[src/verilog/sdcr_pkg.sv]
// Constants for the socket DMA, diagnostic and capability configuration bytes.
// Assumes byte addressing of configuration space with 32-bit data words.
package sdcr_pkg;
   // Byte addresses of the words this block answers
   localparam logic [7:0] SDCR_OFS_IDENT = 8'h00;
   localparam logic [7:0] SDCR_OFS_DIAG_DW = 8'h90;
   localparam logic [7:0] SDCR_OFS_DMA_REQ = 8'h94;
   localparam logic [7:0] SDCR_OFS_DMA_BASE = 8'h98;
   localparam logic [7:0] SDCR_OFS_CAP_DW = 8'hA0;
   // Byte lanes inside the shared words
   localparam int SDCR_DIAG_LANE = 3;
   localparam int SDCR_CAP_ID_LANE = 0;
   localparam int SDCR_NEXT_LANE = 1;
   // Diagnostic byte layout and reset value
   localparam logic [7:0] SDCR_DIAG_RESET = 8'h61;
   localparam int SDCR_DIAG_ID_MASK = 7;
   localparam int SDCR_DIAG_CSC_ROUTE = 5;
   localparam int SDCR_DIAG_DELAYED_TXN_DISABLE = 4;
   localparam int SDCR_DIAG_RETRY_LATENCY_EXTEND = 3;
   localparam int SDCR_DIAG_CARD_TIM = 2;
   localparam int SDCR_DIAG_HOST_TIM = 1;
   localparam int SDCR_DIAG_ASYNC = 0;
   // Socket DMA words: reset values and writable bits
   localparam logic [31:0] SDCR_DMA_REQ_RESET = 32'h0000_0000;
   localparam logic [31:0] SDCR_DMA_REQ_WMASK = 32'h0000_0003;
   localparam logic [31:0] SDCR_DMA_BASE_RESET = 32'h0000_0000;
   localparam logic [31:0] SDCR_DMA_BASE_WMASK = 32'h0000_FFF7;
   localparam int SDCR_BASE_LSB = 4;
   localparam int SDCR_BASE_MSB = 15;
   localparam int SDCR_WIDTH_LSB = 1;
   localparam int SDCR_WIDTH_MSB = 2;
   localparam int SDCR_DECODE_EN = 0;
   localparam logic [1:0] SDCR_WIDTH_8 = 2'h0;
   localparam logic [1:0] SDCR_WIDTH_16 = 2'h1;
   localparam logic [15:0] SDCR_IO_UPPER_ZERO = 16'h0000;
   // Capability item constants
   localparam logic [7:0] SDCR_CAP_ID_VAL = 8'h01;
   localparam logic [7:0] SDCR_NEXT_PTR_VAL = 8'h00;
   localparam logic [31:0] SDCR_ALL_ONES = 32'hFFFF_FFFF;
   localparam logic [31:0] SDCR_ZERO_WORD = 32'h0000_0000;
   // Retry latency limits and discard timeouts, as counts
   localparam logic [6:0] SDCR_RETRY_LAT_BASE = 7'h10;
   localparam logic [6:0] SDCR_RETRY_LAT_EXT = 7'h40;
   localparam logic [15:0] SDCR_DISCARD_SHORT = 16'h0400;
   localparam logic [15:0] SDCR_DISCARD_LONG = 16'h8000;
endpackage

[src/verilog/sdcr_regs.sv]
// Diagnostic, socket DMA and capability configuration bytes of the socket bridge.
// Assumes a one-cycle configuration access strobe from host bus logic on mclk.
`timescale 1ns/100ps
module sdcr_regs
   import sdcr_pkg::*;
#(
   parameter logic [15:0] VENDOR_ID = 16'h1234, // Arbitrary value
   parameter logic [15:0] DEVICE_ID = 16'h5678  // Arbitrary value
) (
   input wire logic mclk,
   input wire logic rst,
   input wire logic [7:0] cfg_addr,
   input wire logic cfg_wr,
   input wire logic cfg_rd,
   input wire logic [3:0] cfg_be,
   input wire logic [31:0] cfg_wdata,
   output logic [31:0] cfg_rdata,
   output logic cfg_rvalid,
   input wire logic legacy_csc_enable,
   input wire logic [3:0] legacy_csc_irq_sel,
   input wire logic [31:0] io_addr,
   input wire logic io_valid,
   output logic identity_mask_select,
   output logic status_change_route_select,
   output logic delayed_txn_disable,
   output logic retry_latency_extend,
   output logic [6:0] retry_latency_limit,
   output logic [15:0] card_side_discard_timeout,
   output logic [15:0] host_side_discard_timeout,
   output logic async_interrupt_enable,
   output logic csc_host_route_enable,
   output logic [1:0] dma_request_pin_select,
   output logic [11:0] dma_window_base,
   output logic dma_transfer_wide,
   output logic dma_window_decode_enable,
   output logic dma_window_hit
);

   // Word match on the dword part of the byte address
   function automatic logic word_hit(input logic [7:0] addr, input logic [7:0] ofs);
      word_hit = (addr[7:2] == ofs[7:2]);
   endfunction

   // Byte-enable merge limited to the writable bits
   function automatic logic [31:0] merge(input logic [31:0] old_v,
                                         input logic [31:0] new_v,
                                         input logic [3:0] be,
                                         input logic [31:0] wmask);
      logic [31:0] lanes;
      lanes = {{8{be[3]}}, {8{be[2]}}, {8{be[1]}}, {8{be[0]}}};
      merge = (old_v & ~(lanes & wmask)) | (new_v & lanes & wmask);
   endfunction

   logic [7:0] diag_r;
   logic [7:0] diag_nxt;
   logic [31:0] dma_req_r;
   logic [31:0] dma_req_nxt;
   logic [31:0] dma_base_r;
   logic [31:0] dma_base_nxt;
   logic [6:0] retry_limit_r;
   logic [6:0] retry_limit_nxt;
   logic [15:0] card_tim_r;
   logic [15:0] card_tim_nxt;
   logic [15:0] host_tim_r;
   logic [15:0] host_tim_nxt;
   logic wide_r;
   logic wide_nxt;

   // Register writes and settings derived from the new values
   always_comb begin
      diag_nxt = diag_r;
      dma_req_nxt = dma_req_r;
      dma_base_nxt = dma_base_r;
      if (cfg_wr && word_hit(cfg_addr, SDCR_OFS_DIAG_DW) && cfg_be[SDCR_DIAG_LANE]) begin
         diag_nxt = cfg_wdata[SDCR_DIAG_LANE*8 +: 8];
      end
      if (cfg_wr && word_hit(cfg_addr, SDCR_OFS_DMA_REQ)) begin
         dma_req_nxt = merge(dma_req_r, cfg_wdata, cfg_be, SDCR_DMA_REQ_WMASK);
      end
      if (cfg_wr && word_hit(cfg_addr, SDCR_OFS_DMA_BASE)) begin
         // Mask keeps bit 3 and the top half at zero
         dma_base_nxt = merge(dma_base_r, cfg_wdata, cfg_be, SDCR_DMA_BASE_WMASK);
      end
      retry_limit_nxt = diag_nxt[SDCR_DIAG_RETRY_LATENCY_EXTEND] ?
                        SDCR_RETRY_LAT_EXT : SDCR_RETRY_LAT_BASE;
      card_tim_nxt = diag_nxt[SDCR_DIAG_CARD_TIM] ?
                     SDCR_DISCARD_SHORT : SDCR_DISCARD_LONG;
      host_tim_nxt = diag_nxt[SDCR_DIAG_HOST_TIM] ?
                     SDCR_DISCARD_SHORT : SDCR_DISCARD_LONG;
      // Reserved width codes fall back to 8 bits; never wider than 16
      wide_nxt = (dma_base_nxt[SDCR_WIDTH_MSB:SDCR_WIDTH_LSB] == SDCR_WIDTH_16);
   end

   always_ff @(posedge mclk) begin
      if (rst) begin
         diag_r <= SDCR_DIAG_RESET;
         dma_req_r <= SDCR_DMA_REQ_RESET;
         dma_base_r <= SDCR_DMA_BASE_RESET;
         retry_limit_r <= SDCR_RETRY_LAT_BASE;
         card_tim_r <= SDCR_DISCARD_LONG;
         host_tim_r <= SDCR_DISCARD_LONG;
         wide_r <= 1'b0;
      end else begin
         diag_r <= diag_nxt;
         dma_req_r <= dma_req_nxt;
         dma_base_r <= dma_base_nxt;
         retry_limit_r <= retry_limit_nxt;
         card_tim_r <= card_tim_nxt;
         host_tim_r <= host_tim_nxt;
         wide_r <= wide_nxt;
      end
   end

   logic [31:0] rdata_r;
   logic [31:0] rdata_nxt;
   logic rvalid_r;
   logic rvalid_nxt;

   // Read mux; unmapped words and foreign bytes answer zero
   always_comb begin
      rdata_nxt = SDCR_ZERO_WORD;
      rvalid_nxt = cfg_rd;
      if (cfg_rd) begin
         if (word_hit(cfg_addr, SDCR_OFS_IDENT)) begin
            // Stored identifiers stay intact; only the answer is masked
            rdata_nxt = diag_r[SDCR_DIAG_ID_MASK] ? SDCR_ALL_ONES
                        : {DEVICE_ID, VENDOR_ID};
         end else if (word_hit(cfg_addr, SDCR_OFS_DIAG_DW)) begin
            rdata_nxt[SDCR_DIAG_LANE*8 +: 8] = diag_r;
         end else if (word_hit(cfg_addr, SDCR_OFS_DMA_REQ)) begin
            rdata_nxt = dma_req_r;
         end else if (word_hit(cfg_addr, SDCR_OFS_DMA_BASE)) begin
            rdata_nxt = dma_base_r;
         end else if (word_hit(cfg_addr, SDCR_OFS_CAP_DW)) begin
            rdata_nxt[SDCR_CAP_ID_LANE*8 +: 8] = SDCR_CAP_ID_VAL;
            rdata_nxt[SDCR_NEXT_LANE*8 +: 8] = SDCR_NEXT_PTR_VAL;
         end
      end
   end

   always_ff @(posedge mclk) begin
      if (rst) begin
         rdata_r <= SDCR_ZERO_WORD;
         rvalid_r <= 1'b0;
      end else begin
         rdata_r <= rdata_nxt;
         rvalid_r <= rvalid_nxt;
      end
   end

   logic csc_route_r;
   logic csc_route_nxt;
   logic hit_r;
   logic hit_nxt;

   // Status change routing and DMA window decode
   always_comb begin
      if (diag_r[SDCR_DIAG_CSC_ROUTE]) begin
         csc_route_nxt = (legacy_csc_irq_sel == 4'h0);
      end else begin
         csc_route_nxt = legacy_csc_enable;
      end
      // Low four address bits are part of the 16-byte window
      hit_nxt = io_valid && dma_base_r[SDCR_DECODE_EN]
                && (io_addr[31:16] == SDCR_IO_UPPER_ZERO)
                && (io_addr[15:4] == dma_base_r[SDCR_BASE_MSB:SDCR_BASE_LSB]);
   end

   always_ff @(posedge mclk) begin
      if (rst) begin
         csc_route_r <= 1'b0;
         hit_r <= 1'b0;
      end else begin
         csc_route_r <= csc_route_nxt;
         hit_r <= hit_nxt;
      end
   end

   // Outputs straight from the register flops
   assign cfg_rdata = rdata_r;
   assign cfg_rvalid = rvalid_r;
   assign identity_mask_select = diag_r[SDCR_DIAG_ID_MASK];
   assign status_change_route_select = diag_r[SDCR_DIAG_CSC_ROUTE];
   assign delayed_txn_disable = diag_r[SDCR_DIAG_DELAYED_TXN_DISABLE];
   assign retry_latency_extend = diag_r[SDCR_DIAG_RETRY_LATENCY_EXTEND];
   assign retry_latency_limit = retry_limit_r;
   assign card_side_discard_timeout = card_tim_r;
   assign host_side_discard_timeout = host_tim_r;
   assign async_interrupt_enable = diag_r[SDCR_DIAG_ASYNC];
   assign csc_host_route_enable = csc_route_r;
   assign dma_request_pin_select = dma_req_r[1:0];
   assign dma_window_base = dma_base_r[SDCR_BASE_MSB:SDCR_BASE_LSB];
   assign dma_transfer_wide = wide_r;
   assign dma_window_decode_enable = dma_base_r[SDCR_DECODE_EN];
   assign dma_window_hit = hit_r;

endmodule

[config.mk]
export PLATFORM = sky130hd
export DESIGN_NAME = sdcr_regs
export DESIGN_NICKNAME = d
export VERILOG_FILES = /design/src/verilog/sdcr_pkg.sv /design/src/verilog/sdcr_regs.sv
export SDC_FILE = /design/constraint.sdc
export NUM_CORES = 1
export LEC_CHECK = 0
export CAP_MARGIN = 40
export CORE_MARGIN = 2
export CORE_UTILIZATION = 45
export CTS_BUF_LIST = sky130_fd_sc_hd__clkbuf_8
export CTS_CLUSTER_DIAMETER = 80
export DETAILED_ROUTE_END_ITERATION = 10
export DONT_BUFFER_PORTS = 1
export PLACE_DENSITY = 0.68
export SYNTH_ARGS = -nofsm -noshare
export SYNTH_HDL_FRONTEND = slang
export SYNTH_SLANG_ARGS = --single-unit
[constraint.sdc]
create_clock -name mclk -period 5.16 [get_ports mclk]
set_clock_uncertainty 0.05 [all_clocks]
set_input_delay 1.548 -clock mclk [delete_from_list [all_inputs] [get_ports mclk]]
set_output_delay 1.548 -clock mclk [all_outputs]
set_load 0.005 [all_outputs]
==> metrics.log <==
[metrics] run status: finished, final reports clean
[metrics] total via count in the routed design: 1599
[metrics] overall global routing resource usage: 0.168
[metrics] crit-path max FO: 11
[metrics] share of the clock period used by the worst path: 0.617
[metrics] sinks on the clock net: 57
[metrics] synthesized instance count: 257
[metrics] footprint of the multi-input gates: 1100 um^2
[metrics] fraction of layout cells with a size suffix above 1: 0.102
[metrics] reg2reg start: diag_r[7]$_SDFFE_PP0N_
[metrics] HPWL after detailed placement: 3860 um
[metrics] leading cell type in the layout, fill and taps excluded: dfxtp_1
[metrics] starting utilization of the core area: 0.468
[metrics] number of buffers created by CTS: 9
[metrics] Max Buffers Root-to-Sink: 2
[metrics] commonest cells after routing, fill and taps aside: 57 x dfxtp_1, 33 x conb_1, 26 x nor2_1, 23 x mux2i_1, 20 x a21o_1
[metrics] power density over the cells: 374 nW/um^2
[metrics] Async S/R FF share, synth: 0
[metrics] post-DR vias/cell: 5.06
[metrics] Final ANT Viol Nets: 0
[metrics] count of final setup violators: 0
[metrics] clk_lat worst skew: 0.33 ns
[metrics] total I/O pin count: 181
[metrics] overall die area: 6350 um^2
[metrics] cell area after technology mapping: 2580 um^2
[metrics] number of cells on the worst hold path: 1
[metrics] number of unique standard cell types used by synthesis: 35
[metrics] Hold Violations, Final: 0
[metrics] class of the most critical setup path: in2reg
[metrics] clock tree from TritonCTS: yes
[metrics] Syn-to-layout area delta: 0.534%
[metrics] first-pass GRT wire length: 7670 um
[metrics] CTS Root Cell: clkbuf_8
[metrics] data arrival time of the critical path: 3.36 ns
[metrics] residual overflow from global routing: 0
[metrics] Layout Cells excl Fill: 316
[metrics] Worst Tran Pin Value: 0.768 ns
[metrics] number of antenna violations at the first check in global routing: 0
[metrics] count of max-cap constraint violations: 0
[metrics] port buffer count: 0
[metrics] Seq/Total Area, Yosys: 0.443
[metrics] register cell area after layout: 1140 um^2
[metrics] Final nets: 325
[metrics] leakage power: 1.18 nW
[metrics] routed length per placed instance: 16.9 um
[metrics] die height: 79.7 um
[metrics] number of global-route vias before repair: 1546
[metrics] count of fill cells added during filler insertion: 536
[metrics] critical path capture point: retry_latency_limit[4]$_SDFF_PP1_
[metrics] final slew viol count: 0
[metrics] Worst Min Path Start: diag_r[6]$_SDFFE_PP1N_
[metrics] Register-to-Register Path Depth: 3
[metrics] utilization after layout: 0.470
[metrics] capture point of the worst reg-to-reg path: cfg_rdata[1]$_SDFF_PP0_
[metrics] number of placed instances with taps included: 300
[metrics] overall routed net length: 5350 um
[metrics] Critical Path End Type: flip-flop
[metrics] type of element launching the critical path: input pin
[metrics] sum of negative setup slack: 0 ns
[metrics] Worst slew margin: 0.484
[metrics] final critical delay including setup and external delays: 3.19 ns
[metrics] maximum operating frequency: 314 MHz
[metrics] clock slew at the register clock pins of the worst setup and hold paths: 0.07 ns
[metrics] Worst IR Drop VDD: 0.000177 V
[metrics] number of synthesized flops with an enable pin: 0
[metrics] Die X-Extent: 79.7 um
[metrics] critical path required time: 5.33 ns
[metrics] flop2flop setup slack: 3.83 ns
[metrics] length of the first detailed-routing pass in iterations: 4
[metrics] number of antenna cells inserted: 0
[metrics] RSZ-0062 raised after global routing: false
[metrics] H-tree depth: 3
[metrics] CTS hold repair buffers: 0
[metrics] pin count of the biggest net entering global routing: 33
[metrics] CTS resizes: 0
[metrics] number of warning messages in the yosys log: 0
[metrics] core outline area: 5510 um^2
[metrics] dominant synthesized flop cell: dfxtp_1
[metrics] routability cong.: 0.757
[metrics] path type of the worst min-delay path: reg2reg
[metrics] buffers inserted during post-CTS setup optimization: 0
[metrics] FF+latch count, synth: 57
[metrics] count of routing violations after the opening detailed-route iteration: 19
[metrics] beginning of the critical path: cfg_addr[6]
[metrics] post-synthesis average cell area: 10.0 um^2
[metrics] cell row count: 27
[metrics] number of remaining DRC errors: 0
-- where the power goes --
group           total, W  internal, W  switching [W]
Sequential      0.000443     0.000441     0.00000111
Combinational  0.0000222   0.00000768      0.0000145
Clock           0.000505     0.000331       0.000173
Total           0.000969     0.000780       0.000189
-- critical path, stage by stage --
cell,delay (ns)
nand4bb_1,0.55
nor4_4,0.82
mux2i_1,0.19
or2_1,0.25
-- logic make-up after synthesis --
kind of cell	share of synthesized area
and+or+nand+nor	0.158
buffers and inverters	0.179
DFF	0.443
AOI/OAI and AO/OA	0.0884
muxes	0.0894
xor gates and xnor gates	0.0408
other	0.00146
-- synthesized netlist by cell type, types with 2 or more instances --
master | n | area, um^2
nor3b_1 | 2 | 15.0
buf_4 | 56 | 420
a21o_1 | 20 | 150
nor2b_1 | 3 | 18.8
inv_1 | 2 | 7.51
mux2i_1 | 23 | 230
nor4_1 | 9 | 56.3
buf_2 | 2 | 10.0
or2_1 | 3 | 18.8
xor2_1 | 12 | 105
nor3_1 | 4 | 20.0
a211o_1 | 3 | 26.3
nand2b_1 | 3 | 18.8
nand2_1 | 6 | 22.5
a22o_1 | 2 | 17.5
o21ai_0 | 2 | 10.0
nand3b_1 | 2 | 15.0
dfxtp_1 | 57 | 1140
nor2_1 | 26 | 97.6
clkbuf_1 | 3 | 11.3
nor2_2 | 2 | 12.5
nor3_4 | 2 | 32.5
-- area by class of cell --
cell class                      count  area share
Tap cell                           72      0.0348
Clock inverter                      6      0.0411
Clock buffer                       10      0.0531
Sequential cell                    57       0.441
Inverter                            2     0.00290
Timing Repair Buffer                1     0.00290
Multi-Input combinational cell    168       0.425
-- layer usage --
layer	global-route usage	vias up	wire (um)
met5	0	-	0
met1	0.195	736	2120
met4	0.0931	0	98
met3	0.0724	10	655
li1	-	747	-
met2	0.259	106	2480
-- worst min-delay path by stage --
| stage | endpoint | slack [ns] |
|---|---|---|
| 6_report | cfg_rdata[30]$_SDFF_PP0_ | 0.40 |
| 4_1_cts | cfg_rdata[30]$_SDFF_PP0_ | 0.41 |
| 2_1_floorplan | cfg_rdata[30]$_SDFF_PP0_ | 0.37 |
| 3_3_place_gp | cfg_rdata[30]$_SDFF_PP0_ | 0.38 |
| 3_5_place_dp | cfg_rdata[30]$_SDFF_PP0_ | 0.39 |
| 5_1_grt | cfg_rdata[30]$_SDFF_PP0_ | 0.42 |
-- per-stage QoR --
stage,instance area [um^2],hold slack [ns],total power (W),setup slack [ns]
after global routing,2590,0.418,0.00100,1.80
after CTS,2590,0.410,0.000978,1.99
after floorplan,2700,0.369,0.000493,2.40
after global placement,2340,0.378,0.000474,1.69
final,2590,0.403,0.000969,1.97
after detailed placement,2350,0.387,0.000474,1.61
Power figures use the tool's default switching activity.
